File: src/rtl/bcd_pkg.sv
package bcd_pkg;

  ////////////////////////////////////////////////////////////////////////////
  // Instruction word fields
  localparam int          OPC_MSB        = 15;
  localparam int          OPC_LSB        = 11;
  localparam logic [4:0]  OPC_GROUP      = 5'h07;  // Shared control group code
  localparam logic [4:0]  OPC_CALL_DIR   = 5'h1c;  // Direct call
  localparam logic [2:0]  OPC_JUMP_HIGH  = 3'h3;   // Upper bits of 011pp jump
  localparam logic [3:0]  F3_TABLE_CALL  = 4'h0;
  localparam logic [3:0]  F3_JUMP_IND    = 4'h4;
  localparam logic [3:0]  F3_CALL_IND    = 4'h5;
  localparam logic [3:0]  F3_RETURN      = 4'he;
  localparam logic [3:0]  F3_CONTROL     = 4'hf;
  localparam logic [2:0]  F2_ZERO        = 3'h0;
  localparam logic [2:0]  F2_RET_PLAIN   = 3'h0;
  localparam logic [2:0]  F2_RET_SKIP    = 3'h1;
  localparam logic [2:0]  F2_RET_INT     = 3'h4;
  localparam logic [2:0]  F2_INT_ON      = 3'h0;
  localparam logic [2:0]  F2_INT_OFF     = 3'h1;
  localparam logic [2:0]  F2_STOP        = 3'h2;
  localparam logic [2:0]  F2_WAIT        = 3'h3;
  localparam logic [2:0]  F2_IDLE        = 3'h4;
  localparam logic [3:0]  F4_ZERO        = 4'h0;

  ////////////////////////////////////////////////////////////////////////////
  // Register port map, word indices
  localparam logic [3:0]  REG_JUMP_TARGET = 4'h0;
  localparam logic [3:0]  REG_STATUS      = 4'h1;
  localparam int          ST_SP_LSB       = 16;
  localparam int          ST_GATE         = 20;
  localparam int          ST_SYSCALL      = 21;
  localparam int          ST_STOP         = 22;
  localparam int          ST_WAIT         = 23;
  localparam int          ST_SKIP         = 24;

  ////////////////////////////////////////////////////////////////////////////
  // Reset values
  localparam logic [12:0] RST_PC          = 13'h0000;
  localparam logic [12:0] RST_JUMP_TARGET = 13'h0000;
  localparam logic [3:0]  RST_CONTEXT     = 4'h0;
  localparam logic [3:0]  RST_COND        = 4'h0;

  typedef enum logic [1:0] {
    BCD_RUN  = 2'b00,
    BCD_STOP = 2'b01,
    BCD_WAIT = 2'b10
  } bcd_state_e;

endpackage : bcd_pkg

File: src/rtl/bcd_stack_if.sv
`timescale 1ns/1ps
// Return stack access: push and the level it lands on, top word back
interface bcd_stack_if #(
  parameter int AW = 3,
  parameter int DW = 13
);
  logic          push;
  logic [AW-1:0] level_next;
  logic [DW-1:0] push_data;
  logic [DW-1:0] top;

  modport ctl (output push, output level_next, output push_data, input top);
  modport mem (input push, input level_next, input push_data, output top);
endinterface : bcd_stack_if

File: src/rtl/bcd_return_stack.sv
`timescale 1ns/1ps
module bcd_return_stack #(
  parameter int AW = 3,
  parameter int DW = 13
) (
  input wire logic  clock,
  input wire logic  sys_rst,
  bcd_stack_if.mem  stk
);

  logic [DW-1:0] mem_reg [2**AW];

  ////////////////////////////////////////////////////////////////////////////
  // Storage; sized to the full level range so an empty level still indexes safely
  always_ff @(posedge clock) begin
    if (stk.push) begin
      mem_reg[stk.level_next] <= stk.push_data;
    end
  end

  // Top word tracks the level being entered; a push forwards its own data
  always_ff @(posedge clock) begin
    if (sys_rst) begin
      stk.top <= '0;
    end else if (stk.push) begin
      stk.top <= stk.push_data;
    end else begin
      stk.top <= mem_reg[stk.level_next];
    end
  end

endmodule : bcd_return_stack

File: src/rtl/bcd_branch_decoder.sv
//
// Behaviour
// - The indirect jump loads the whole counter from jump_target_reg and pushes nothing.
// - A direct call lowers the stack level, pushes the return address, loads counter bits 10-0 from the field and clears the page.
// - The indirect call lowers the stack level, pushes the return address and loads the counter from jump_target_reg.
// - The table call pushes, sets system_call_flag, clears bits 12,11 and 7-4 and places the entry in bits 10-8 and 3-0.
// - A plain return reloads the counter from return_stack_top and raises the stack level.
// - The skipping return acts like a return and then skips the instruction at the restored address.
// - The interrupt return also restores int_context_regs from int_saved_context.
// - The interrupt-on word sets global_int_gate and the interrupt-off word clears it.
// - The stop word enters the oscillator-stop state with its low nibble as release condition.
// - The wait word enters the clock-running wait state with its low nibble as wake condition.
// - The idle word only advances the counter.
// - Every group word starts with 00111 and splits the rest into 3, 4 and 4 bit fields.
// - On a single-page part the direct jump loads only counter bits 10-0.
// - On multi-page parts the direct jump also sets the page from the low two code bits, within the pages present.
//
`timescale 1ns/1ps
module bcd_branch_decoder #(
  parameter int PC_W           = 13,
  parameter int NUM_PAGES      = 4,
  parameter int HAS_TABLE_CALL = 1,
  parameter int STACK_DEPTH    = 5
) (
  input  wire logic        clock,
  input  wire logic        sys_rst,
  input  wire logic [15:0] instr_word,
  input  wire logic        instr_valid,
  input  wire logic        wake_event,
  input  wire logic [3:0]  int_saved_context,
  input  wire logic [3:0]  reg_addr,
  input  wire logic [31:0] reg_wdata,
  input  wire logic        reg_write,
  input  wire logic        reg_read,
  output logic      [31:0] reg_rdata,
  output logic [PC_W-1:0]  fetch_addr,
  output logic             global_int_gate,
  output logic             system_call_flag,
  output logic      [3:0]  int_context_regs,
  output logic             stop_active,
  output logic             wait_active,
  output logic      [3:0]  wake_cond,
  output logic      [3:0]  stack_level_ptr
);

  localparam int SP_W = $clog2(STACK_DEPTH + 1);

  ////////////////////////////////////////////////////////////////////////////
  // Parameter checks
  if (PC_W != 13) begin : g_bad_pc
    $error("bcd_branch_decoder: counter width must be 13");
  end
  if (NUM_PAGES < 1 || NUM_PAGES > 4) begin : g_bad_pages
    $error("bcd_branch_decoder: page count must be 1 to 4");
  end
  if (STACK_DEPTH < 1 || STACK_DEPTH > 15) begin : g_bad_depth
    $error("bcd_branch_decoder: stack depth must be 1 to 15");
  end

  bcd_pkg::bcd_state_e state_reg;
  logic [PC_W-1:0]     pc_reg;
  logic [PC_W-1:0]     pc_next;
  logic [PC_W-1:0]     pc_inc;
  logic [PC_W-1:0]     jump_target_reg;
  logic [SP_W-1:0]     sp_reg;
  logic [SP_W-1:0]     sp_next;
  logic                skip_reg;
  logic [PC_W-1:0]     return_stack_top;

  bcd_stack_if #(.AW(SP_W), .DW(PC_W)) stk ();

  bcd_return_stack #(.AW(SP_W), .DW(PC_W)) u_stack (
    .clock   (clock),
    .sys_rst (sys_rst),
    .stk     (stk.mem)
  );

  assign return_stack_top = stk.top;

  ////////////////////////////////////////////////////////////////////////////
  // Field split and decode
  logic [4:0] f_opc;
  logic [2:0] f2;
  logic [3:0] f3;
  logic [3:0] f4;
  logic       exec_ok;
  logic       in_group;
  logic       is_jump_dir, is_call_dir, is_jump_ind, is_call_ind, is_table;
  logic       is_ret, is_ret_skip, is_ret_int, is_int_on, is_int_off;
  logic       is_stop, is_wait, is_push, is_pop;
  logic [1:0] jump_page;

  assign f_opc    = instr_word[bcd_pkg::OPC_MSB:bcd_pkg::OPC_LSB];
  assign f2       = instr_word[10:8];
  assign f3       = instr_word[7:4];
  assign f4       = instr_word[3:0];
  assign jump_page = f_opc[1:0];
  // A skipped slot still consumes the word but does nothing else
  assign exec_ok  = instr_valid && (state_reg == bcd_pkg::BCD_RUN) && !skip_reg;
  assign in_group = exec_ok && (f_opc == bcd_pkg::OPC_GROUP);

  // Absent pages and a missing table call fall through as idle words
  assign is_jump_dir = exec_ok && (f_opc[4:2] == bcd_pkg::OPC_JUMP_HIGH)
                       && (32'(jump_page) < NUM_PAGES);
  assign is_call_dir = exec_ok && (f_opc == bcd_pkg::OPC_CALL_DIR);
  assign is_jump_ind = in_group && f2 == bcd_pkg::F2_ZERO && f3 == bcd_pkg::F3_JUMP_IND
                       && f4 == bcd_pkg::F4_ZERO;
  assign is_call_ind = in_group && f2 == bcd_pkg::F2_ZERO && f3 == bcd_pkg::F3_CALL_IND
                       && f4 == bcd_pkg::F4_ZERO;
  assign is_table    = in_group && f3 == bcd_pkg::F3_TABLE_CALL
                       && (HAS_TABLE_CALL != 0);
  assign is_ret      = in_group && f3 == bcd_pkg::F3_RETURN && f4 == bcd_pkg::F4_ZERO
                       && f2 == bcd_pkg::F2_RET_PLAIN;
  assign is_ret_skip = in_group && f3 == bcd_pkg::F3_RETURN && f4 == bcd_pkg::F4_ZERO
                       && f2 == bcd_pkg::F2_RET_SKIP;
  assign is_ret_int  = in_group && f3 == bcd_pkg::F3_RETURN && f4 == bcd_pkg::F4_ZERO
                       && f2 == bcd_pkg::F2_RET_INT;
  assign is_int_on   = in_group && f3 == bcd_pkg::F3_CONTROL && f4 == bcd_pkg::F4_ZERO
                       && f2 == bcd_pkg::F2_INT_ON;
  assign is_int_off  = in_group && f3 == bcd_pkg::F3_CONTROL && f4 == bcd_pkg::F4_ZERO
                       && f2 == bcd_pkg::F2_INT_OFF;
  assign is_stop     = in_group && f3 == bcd_pkg::F3_CONTROL && f2 == bcd_pkg::F2_STOP;
  assign is_wait     = in_group && f3 == bcd_pkg::F3_CONTROL && f2 == bcd_pkg::F2_WAIT;
  assign is_push     = is_call_dir || is_call_ind || is_table;
  assign is_pop      = is_ret || is_ret_skip || is_ret_int;

  ////////////////////////////////////////////////////////////////////////////
  // Next counter value; return address is the word after the call
  assign pc_inc = pc_reg + PC_W'(1);

  always_comb begin
    pc_next = pc_reg;
    if (exec_ok || (instr_valid && state_reg == bcd_pkg::BCD_RUN)) begin
      pc_next = pc_inc;
    end
    if (is_jump_ind || is_call_ind) begin
      pc_next = jump_target_reg;
    end else if (is_jump_dir) begin
      pc_next[10:0] = instr_word[10:0];
      if (NUM_PAGES > 1) begin
        pc_next[12:11] = jump_page;
      end
    end else if (is_call_dir) begin
      pc_next = {2'b00, instr_word[10:0]};
    end else if (is_table) begin
      pc_next = {2'b00, f2, 4'h0, f4};
    end else if (is_pop) begin
      pc_next = return_stack_top;
    end
  end

  // Calls step the level down, returns step it up
  always_comb begin
    sp_next = sp_reg;
    if (is_push) begin
      sp_next = sp_reg - SP_W'(1);
    end else if (is_pop) begin
      sp_next = sp_reg + SP_W'(1);
    end
  end

  assign stk.push       = is_push;
  assign stk.level_next = sp_next;
  assign stk.push_data  = pc_inc;

  ////////////////////////////////////////////////////////////////////////////
  // Counter and stack level
  always_ff @(posedge clock) begin
    if (sys_rst) begin
      pc_reg <= bcd_pkg::RST_PC;
      sp_reg <= SP_W'(STACK_DEPTH);
    end else begin
      pc_reg <= pc_next;
      sp_reg <= sp_next;
    end
  end

  // Skip marker: the returned-to word is consumed as an idle slot
  always_ff @(posedge clock) begin
    if (sys_rst) begin
      skip_reg <= 1'b0;
    end else if (is_ret_skip) begin
      skip_reg <= 1'b1;
    end else if (instr_valid && state_reg == bcd_pkg::BCD_RUN) begin
      skip_reg <= 1'b0;
    end
  end

  // Interrupt gate and restored context
  always_ff @(posedge clock) begin
    if (sys_rst) begin
      global_int_gate  <= 1'b0;
      int_context_regs <= bcd_pkg::RST_CONTEXT;
    end else begin
      if (is_int_on) begin
        global_int_gate <= 1'b1;
      end else if (is_int_off) begin
        global_int_gate <= 1'b0;
      end
      if (is_ret_int) begin
        int_context_regs <= int_saved_context;
      end
    end
  end

  // Table-call marker stays set; no clear path exists in this group
  always_ff @(posedge clock) begin
    if (sys_rst) begin
      system_call_flag <= 1'b0;
    end else if (is_table) begin
      system_call_flag <= 1'b1;
    end
  end

  ////////////////////////////////////////////////////////////////////////////
  // Low-power states; the counter already points past the entry word
  always_ff @(posedge clock) begin
    if (sys_rst) begin
      state_reg <= bcd_pkg::BCD_RUN;
      wake_cond <= bcd_pkg::RST_COND;
    end else begin
      case (state_reg)
        bcd_pkg::BCD_RUN: begin
          if (is_stop) begin
            state_reg <= bcd_pkg::BCD_STOP;
            wake_cond <= f4;
          end else if (is_wait) begin
            state_reg <= bcd_pkg::BCD_WAIT;
            wake_cond <= f4;
          end
        end
        bcd_pkg::BCD_STOP, bcd_pkg::BCD_WAIT: begin
          if (wake_event) begin
            state_reg <= bcd_pkg::BCD_RUN;
          end
        end
        default: begin
          state_reg <= bcd_pkg::BCD_RUN;
        end
      endcase
    end
  end

  assign stop_active     = (state_reg == bcd_pkg::BCD_STOP);
  assign wait_active     = (state_reg == bcd_pkg::BCD_WAIT);
  assign fetch_addr      = pc_reg;
  assign stack_level_ptr = 4'(sp_reg);

  ////////////////////////////////////////////////////////////////////////////
  // Register port: jump target is written, status is read back
  always_ff @(posedge clock) begin
    if (sys_rst) begin
      jump_target_reg <= bcd_pkg::RST_JUMP_TARGET;
    end else if (reg_write && reg_addr == bcd_pkg::REG_JUMP_TARGET) begin
      jump_target_reg <= reg_wdata[PC_W-1:0];
    end
  end

  // Read data stand only in the cycle after the strobe; unmapped reads give zero
  always_ff @(posedge clock) begin
    if (sys_rst) begin
      reg_rdata <= 32'h0000_0000;
    end else if (reg_read) begin
      reg_rdata <= 32'h0000_0000;
      case (reg_addr)
        bcd_pkg::REG_JUMP_TARGET: begin
          reg_rdata[PC_W-1:0] <= jump_target_reg;
        end
        bcd_pkg::REG_STATUS: begin
          reg_rdata[PC_W-1:0]                       <= pc_reg;
          reg_rdata[bcd_pkg::ST_SP_LSB+:4]          <= 4'(sp_reg);
          reg_rdata[bcd_pkg::ST_GATE]               <= global_int_gate;
          reg_rdata[bcd_pkg::ST_SYSCALL]            <= system_call_flag;
          reg_rdata[bcd_pkg::ST_STOP]               <= stop_active;
          reg_rdata[bcd_pkg::ST_WAIT]               <= wait_active;
          reg_rdata[bcd_pkg::ST_SKIP]               <= skip_reg;
        end
        default: begin
          reg_rdata <= 32'h0000_0000;
        end
      endcase
    end else begin
      reg_rdata <= 32'h0000_0000;
    end
  end
endmodule : bcd_branch_decoder

File: config.mk
export PLATFORM = sky130hd
export DESIGN_NAME = bcd_branch_decoder
export DESIGN_NICKNAME = d
export VERILOG_FILES = /design/src/rtl/bcd_pkg.sv /design/src/rtl/bcd_stack_if.sv /design/src/rtl/bcd_return_stack.sv /design/src/rtl/bcd_branch_decoder.sv
export SDC_FILE = /design/constraint.sdc
export NUM_CORES = 1
export LEC_CHECK = 0
export BUFFER_PORTS_ARGS = -buffer_cell sky130_fd_sc_hd__buf_2
export CORE_ASPECT_RATIO = 1.4
export CORE_MARGIN = 5
export CORE_UTILIZATION = 56
export DETAILED_ROUTE_END_ITERATION = 6
export GPL_TIMING_DRIVEN = 0
export PLACE_DENSITY = 0.85
export SYNTH_ARGS = -nofsm -noshare
export SYNTH_HDL_FRONTEND = slang
export SYNTH_SLANG_ARGS = --single-unit
File: constraint.sdc
create_clock -name clock -period 4.55 [get_ports clock]
set_input_delay 0.455 -clock clock [delete_from_list [all_inputs] [get_ports clock]]
set_output_delay 0.455 -clock clock [all_outputs]
set_load 0.05 [all_outputs]
==> results of run 1 <==
[cell families after synthesis]
group	after synthesis	synth area share, %
multiplexers	101	13.6
buffers and inverters	50	3.42
adder cells (fa/ha/maj)	6	0.981
AO/OA/AOI/OAI	96	9.65
AND/OR/NAND/NOR	153	9.91
flip-flops	180	60.7
XOR/XNOR	12	1.62
other	1	0.0490
[per-stage QoR]
step	total power (uW)	setup WS [ns]	area (um2)	TNS [ns]	hold WS [ns]
after floorplan	1880	0.484	7690	0	0.436
after global placement	1940	-0.653	8370	-20.42	0.447
after detailed placement	1940	-0.0159	8450	-0.192	0.460
after CTS	3200	0.139	8970	0	0.264
after global routing	3300	0.239	8980	0	0.270
final	3200	0.463	8980	0	0.264
[worst paths after layout]
kind / end / slack [ns] / cells past startpoint
max: u_stack.mem_reg[6][11] / 0.46 / 12
min: jump_target_reg[10] / 0.26 / 3
max reg2reg: u_stack.mem_reg[6][11] / 0.46 / 12
min reg2reg: system_call_flag / 0.46 / 2
[cells in the final DEF (no fill, tap or decap), drive strengths merged, types with 3 or more instances in the layout]
| cell | instances |
|---|---|
| nor3 | 14 |
| nand2b | 4 |
| o21ai | 6 |
| and3 | 8 |
| clkinv | 10 |
| ha | 6 |
| buf | 117 |
| mux2 | 26 |
| a21oi | 17 |
| nor4 | 5 |
| a311oi | 3 |
| nor2 | 58 |
| conb | 12 |
| o22a | 3 |
| clkbuf | 38 |
| inv | 10 |
| xor2 | 6 |
| and2 | 13 |
| dfxtp | 76 |
| or3 | 3 |
| xnor2 | 6 |
| a211oi | 6 |
| clkinvlp | 3 |
| o21bai | 10 |
| nand3 | 8 |
| a22o | 13 |
| a2bb2oi | 4 |
| nand2 | 28 |
| a22oi | 3 |
| a221oi | 11 |
| o211ai | 10 |
| mux2i | 75 |
| a211o | 6 |
| edfxtp | 104 |
[critical path, stage by stage, from the launching register on]
cell and delay [ns]:
dfxtp_1 0.33, inv_1 0.08, ha_1 0.23, and4b_1 0.23, clkbuf_1 0.23, and3_1 0.28, and3_1 0.16, buf_2 0.22
a21oi_1 0.15, a221oi_4 0.67, buf_2 0.39, nand2_1 0.14, nor2_2 0.59
[synthesized netlist by cell type (all sizes together), types with 2 or more instances]
library cell	instances	share of area (%)
nand2	28	1.4
clkbuf	20	0.98
a211oi	6	0.59
mux2	26	3.8
buf	21	2.0
nand3	8	0.52
or3	3	0.31
dfxtp	76	20
ha	6	0.98
mux2i	75	9.8
a22o	13	1.5
nor2	58	2.8
a2bb2oi	4	0.46
and2	13	1.1
a21oi	17	1.1
a22oi	3	0.29
and4	2	0.23
nor3	14	0.92
and3	8	0.65
a32o	2	0.26
or4	2	0.20
o21bai	10	0.98
xnor2	6	0.93
o22a	3	0.34
nor4	5	0.61
a211o	6	0.69
nand2b	4	0.33
xor2	6	0.69
nor3b	2	0.20
a221oi	11	1.5
edfxtp	104	41
inv	9	0.44
a311oi	3	0.34
o211ai	10	0.98
o21ai	6	0.39
[cell type report]
type | count | area [um2]
well taps | 182 | 228
repair buffers | 96 | 508
flip-flops and latches | 180 | 4640
plain buffers | 41 | 228
fillers | 941 | 4410
multi-input cells | 380 | 2820
inverters | 9 | 33.8
clock inverters | 14 | 90.1
clock buffers | 18 | 429
[timing repair]
action / CTS / global route
gates resized for setup: 0 / 3
endpoints found under the setup margin: 0 / 39
endpoints found under the hold margin: 0 / 0
[layer usage]
layer	vias to the layer above	wire length [um]	part of all wire [%]
met5	-	0	0
met4	0	797	4.3
met3	64	1370	7.3
met2	299	9700	52
met1	2584	6740	36
li1	2470	-	-
[report_power, final]
part / internal, uW / switching (uW) / total [uW] / leakage, uW
combinational: 58.0 / 116 / 174 / 0.00171
sequential: 1730 / 12.0 / 1740 / 0.00165
clock: 692 / 598 / 1290 / 0.000248
==> summary.txt, run 1 <==
Status
  • Status: finished clean

Cells and area
  • Layout Cells excl Fill: 920
  • Diodes inserted: 0
  • Area grow syn2layout: 17.4%
  • NumNets Final: 793
  • Number of flip-flops in the largest register: around 100
  • Share of layout cells above drive strength 1: roughly a quarter
  • Final Core Density: 67.1%

Timing
  • RSZ-0062 raised after global routing: no
  • Fin crit share: about nine tenths
  • Final Critical Period: 4.09 ns
  • Final setup skew: 0.00869 ns
  • Maximum clock frequency: 245 MHz
  • Slew HR: 32.5%
  • Final setup viols: 0
  • Final Hold Viols: 0
  • Slew at the pin closest to its max-slew limit: 1.01 ns
  • Pins Over Slew Limit: 0

Place
  • Placed instance count: between 800 and 900
  • Dpl hpwl: 13600 um
  • Routability cong.: 0.962
  • I/O Buffers: 91

Synth
  • Number of flops mapped to enable cells by yosys: 104
  • Yosys reg bits: 180
  • Commonest register cell after synthesis: edfxtp_1
  • Syn_area_per_cell: 12.8 um2
  • Cell variety after synth: between 50 and 60
  • Sequential share of the synthesized area: between 60 and 70%
  • Yosys warning count: 0
  • Synth async-reset ratio: 0%
  • Post-Syn Area: between 7000 and 8000 um2
  • Mapped Cells: 599

CTS
  • Setup repair bufs after CTS: 0
  • Max Root-Sink Buffers: 2
  • CTS clock-pin slew for the worst setup and hold paths: 0.07 ns
  • Post-CTS Hold Fix Bufs: 0
  • Total CTS buffers: 17
  • Clk sinks: 180
  • Clk_lat worst skew: 0.42 ns
  • Root buffer cell: clkbuf_16
  • CTS tree: built
  • H-tree depth: 4

Routing
  • Routed WL per cell: 20.2 um
  • Vias per cell: 5.89
  • Drt first pass iters: 5
  • Post-DRT Antenna Nets: 0
  • Final WL: 18600 um
  • First DRT Iteration DRCs: 366
  • Drc violations: 0
  • Vias: between 5000 and 6000

GRT
  • Largest net degree at the start of global routing: 17
  • Number of global-route vias before repair: around 5500
  • Grt met3 use: 5.38%
  • Most used routing layer: met2
  • GRT overflow: 0
  • Met1 global-route usage: a little over a quarter
  • Global-route usage over all layers: 23.7%
  • First-pass GRT wire length: approximately 29000 um
  • Initial antenna violation count: 0
  • Met2 Use GR: 41.9%

Die
  • Full die area: 16100 um2
  • Chip height: 148 um
  • FP Rows: 50
  • Die width: 109 um
  • Initial Util: 57.1%
  • Core ar.: between 10000 and 15000 um2
  • I/O pin total: 123

Setup path
  • CP Launch Type: flip-flop
  • Setup CP Type: reg -> reg
  • Crit. End Element: flip-flop
  • Critical Path Source: state_reg[1]
  • Worst Path Arrival: slightly above 4 ns
  • Worst Path Required: 4.60 ns
  • Critical R2R Launch: state_reg[1]
  • Maximum net fanout on the critical path: 13

Pwr
  • Peak supply drop: 0.350 mV
  • Leakage: 0.00361 uW
  • PwrDens: about 360 nW/um2

Hold path
  • HP Start: reg_wdata[10]
  • Hold crit path type: in -> reg

Job
  • Max_cap viols: 0
No activity file was read; power rests on OpenSTA's default activity.
==> run 2: changes to the inputs <==
SETUP_SLACK_MARGIN = 0.5   (was default)
==> summary.txt, run 2 (synthesis results as in run 1) <==
Status
  • Status: finished clean

CTS
  • Clk sinks: 180
  • CTS tree: built
  • H-tree depth: 4
  • Total CTS buffers: 17
  • Post-CTS Hold Fix Bufs: 0
  • Root buffer cell: clkbuf_16
  • Max Root-Sink Buffers: 2
  • CTS clock-pin slew for the worst setup and hold paths: 0.07 ns
  • Clk_lat worst skew: 0.43 ns

Setup path
  • Crit. End Element: flip-flop
  • Worst Path Arrival: 3.81 ns
  • Setup CP Type: reg -> reg
  • Crit-path cells: inv_1, ha_1, and4b_1, clkbuf_1, and3_1, and3_1, buf_2, nor2_1, a32oi_2, nand2b_1, nor2_2
  • Crit-path most repeated cell: and3_1
  • Critical Path Source: state_reg[0]
  • CP Launch Type: flip-flop
  • Maximum net fanout on the critical path: 13
  • Critical Path Slowest Stage Cell: nor2_2
  • Critical R2R Launch: state_reg[0]
  • Largest delay share family, worst path: simple AND/OR/NAND/NOR gates
  • Worst Path Required: roughly 4.6 ns
  • Crit path buffers/inverters: 3
  • Max incr delay on CP: 0.69 ns

Cells and area
  • Commonest cells after routing, fill and taps aside: 104 x edfxtp_1, 93 x buf_2, 76 x dfxtp_1
  • Leading cell type in the layout, fill and taps excluded: edfxtp_1
  • Share of layout cells above drive strength 1: 24.8%
  • Area of the multi-input gates: ~2800 um2
  • Area grow syn2layout: 18.5%
  • Fillers: between 900 and 1000
  • NumNets Final: a little under 800
  • Diodes inserted: 0
  • Sequential cell area: 4640 um2
  • Number of flip-flops in the largest register: 104

Timing
  • Final Hold Viols: 0
  • Final setup viols: 0
  • Final setup skew: 0.00995 ns
  • Fin crit share: 82.5%
  • Setup TNS: 0 ns
  • Slew HR: 26.5%
  • Final Critical Period: 3.75 ns
  • Slew at the pin closest to its max-slew limit: 1.10 ns
  • Pins Over Slew Limit: 0
  • Maximum clock frequency: about 270 MHz
  • RSZ-0062 raised after global routing: no

GRT
  • GRT overflow: 0
  • Number of global-route vias before repair: 5751
  • Largest net degree at the start of global routing: 17
  • First-pass GRT wire length: 30200 um
  • Global-route usage over all layers: between 20% and 30%
  • Initial antenna violation count: 0

Routing
  • Vias: 5456
  • Drt first pass iters: 5
  • Drc violations: 0
  • Post-DRT Antenna Nets: 0
  • Vias per cell: about 6
  • Final WL: 19400 um
  • Routed WL per cell: 21.1 um
  • First DRT Iteration DRCs: between 400 and 500

Pwr
  • PwrDens: 371 nW/um2
  • Leakage: about 0.0037 uW
  • Part of the power in registers: 51.8%
  • P_sw: 759 uW
  • Peak supply drop: 0.369 mV
  • Switch share: 22.6%
  • Power share of the clock group: 43.1%
  • Comb power frac: 5.2%
  • Cell-internal power: 2600 uW
  • Total power: 3360 uW

Place
  • I/O Buffers: 91
  • Routability cong.: 0.938
  • Dpl hpwl: 13800 um

Hold path
  • Hold crit path type: in -> reg
  • HP Start: reg_wdata[8]

Job
  • Max_cap viols: 0

Die
  • Die width: 109 um
  • Chip height: between 100 and 150 um
  • FP Rows: 50
  • Initial Util: a little under three fifths
  • Full die area: approximately 16000 um2
  • Core ar.: 13400 um2
  • I/O pin total: 123
[run 2: cell count changes in the layout (fill, tap and decap cells not counted), sizes merged]
| cell | delta |
|---|---|
| bufinv | +2 |
| clkinv | -3 |
| clkinvlp | -3 |
| inv | +4 |
[run 2: timing repair]
item	4_1_cts	5_1_grt
pin swaps	0	1
endpoints found under the setup margin	39	52
buffers inserted	0	1
gates resized for setup	5	1
[run 2: final timing paths]
| kind | end | slack [ns] | cells after the start |
|---|---|---|---|
| worst max-delay path | u_stack.mem_reg[0][11] | 0.80 | 11 |
| worst min-delay path | jump_target_reg[8] | 0.25 | 3 |
| worst max register to register | u_stack.mem_reg[0][11] | 0.80 | 11 |
| worst min register to register | system_call_flag | 0.46 | 2 |
[run 2: tightest hold or removal path: cells and delay by family]
| family | cells | cell delay (ns) |
|---|---|---|
| multiplexers | 1 | 0.05 |
| AND/OR/NAND/NOR | 1 | 0.07 |
| buffers and inverters | 1 | 0.08 |
[run 2: final cells by class]
cell class	count	area share (%)
plain buffers	41	2.51
clock buffers	18	4.74
clock inverters	14	1.66
inverters	9	0.373
multi-input cells	380	31.4
flip-flops and latches	180	51.3
well taps	182	2.51
repair buffers	96	5.56
[run 2: through the flow]
stage                     hold WS (ns)  cell area (um2)  cells  util (%)  setup slack, ns
after floorplan                  0.436             7700    610         -            0.654
after global placement           0.455             8380    883      62.6           -0.371
after detailed placement         0.458             8450    887      63.1         -0.00396
after CTS                        0.249             9050    919      67.6            0.516
after global routing             0.245             9060    920      67.7            0.581
final                            0.255             9060    920      67.7            0.795
[run 2: metal layers]
| metal | routed length [um] | vias up | GRT usage, % |
|---|---|---|---|
| li1 | - | 2466 | - |
| met1 | 6590 | 2608 | 25.8 |
| met2 | 10500 | 309 | 45.0 |
| met3 | 1420 | 73 | 6.56 |
| met4 | 909 | 0 | 13.4 |
| met5 | 0 | - | 0 |
[run 2: power groups by stage]
stage	logic, uW	clock network (uW)	registers (uW)
floorplan	99.2	0	1780
global placement	163	0	1770
detailed placement	168	0	1770
CTS	170	1450	1740
global route	184	1530	1740
finish	174	1450	1740
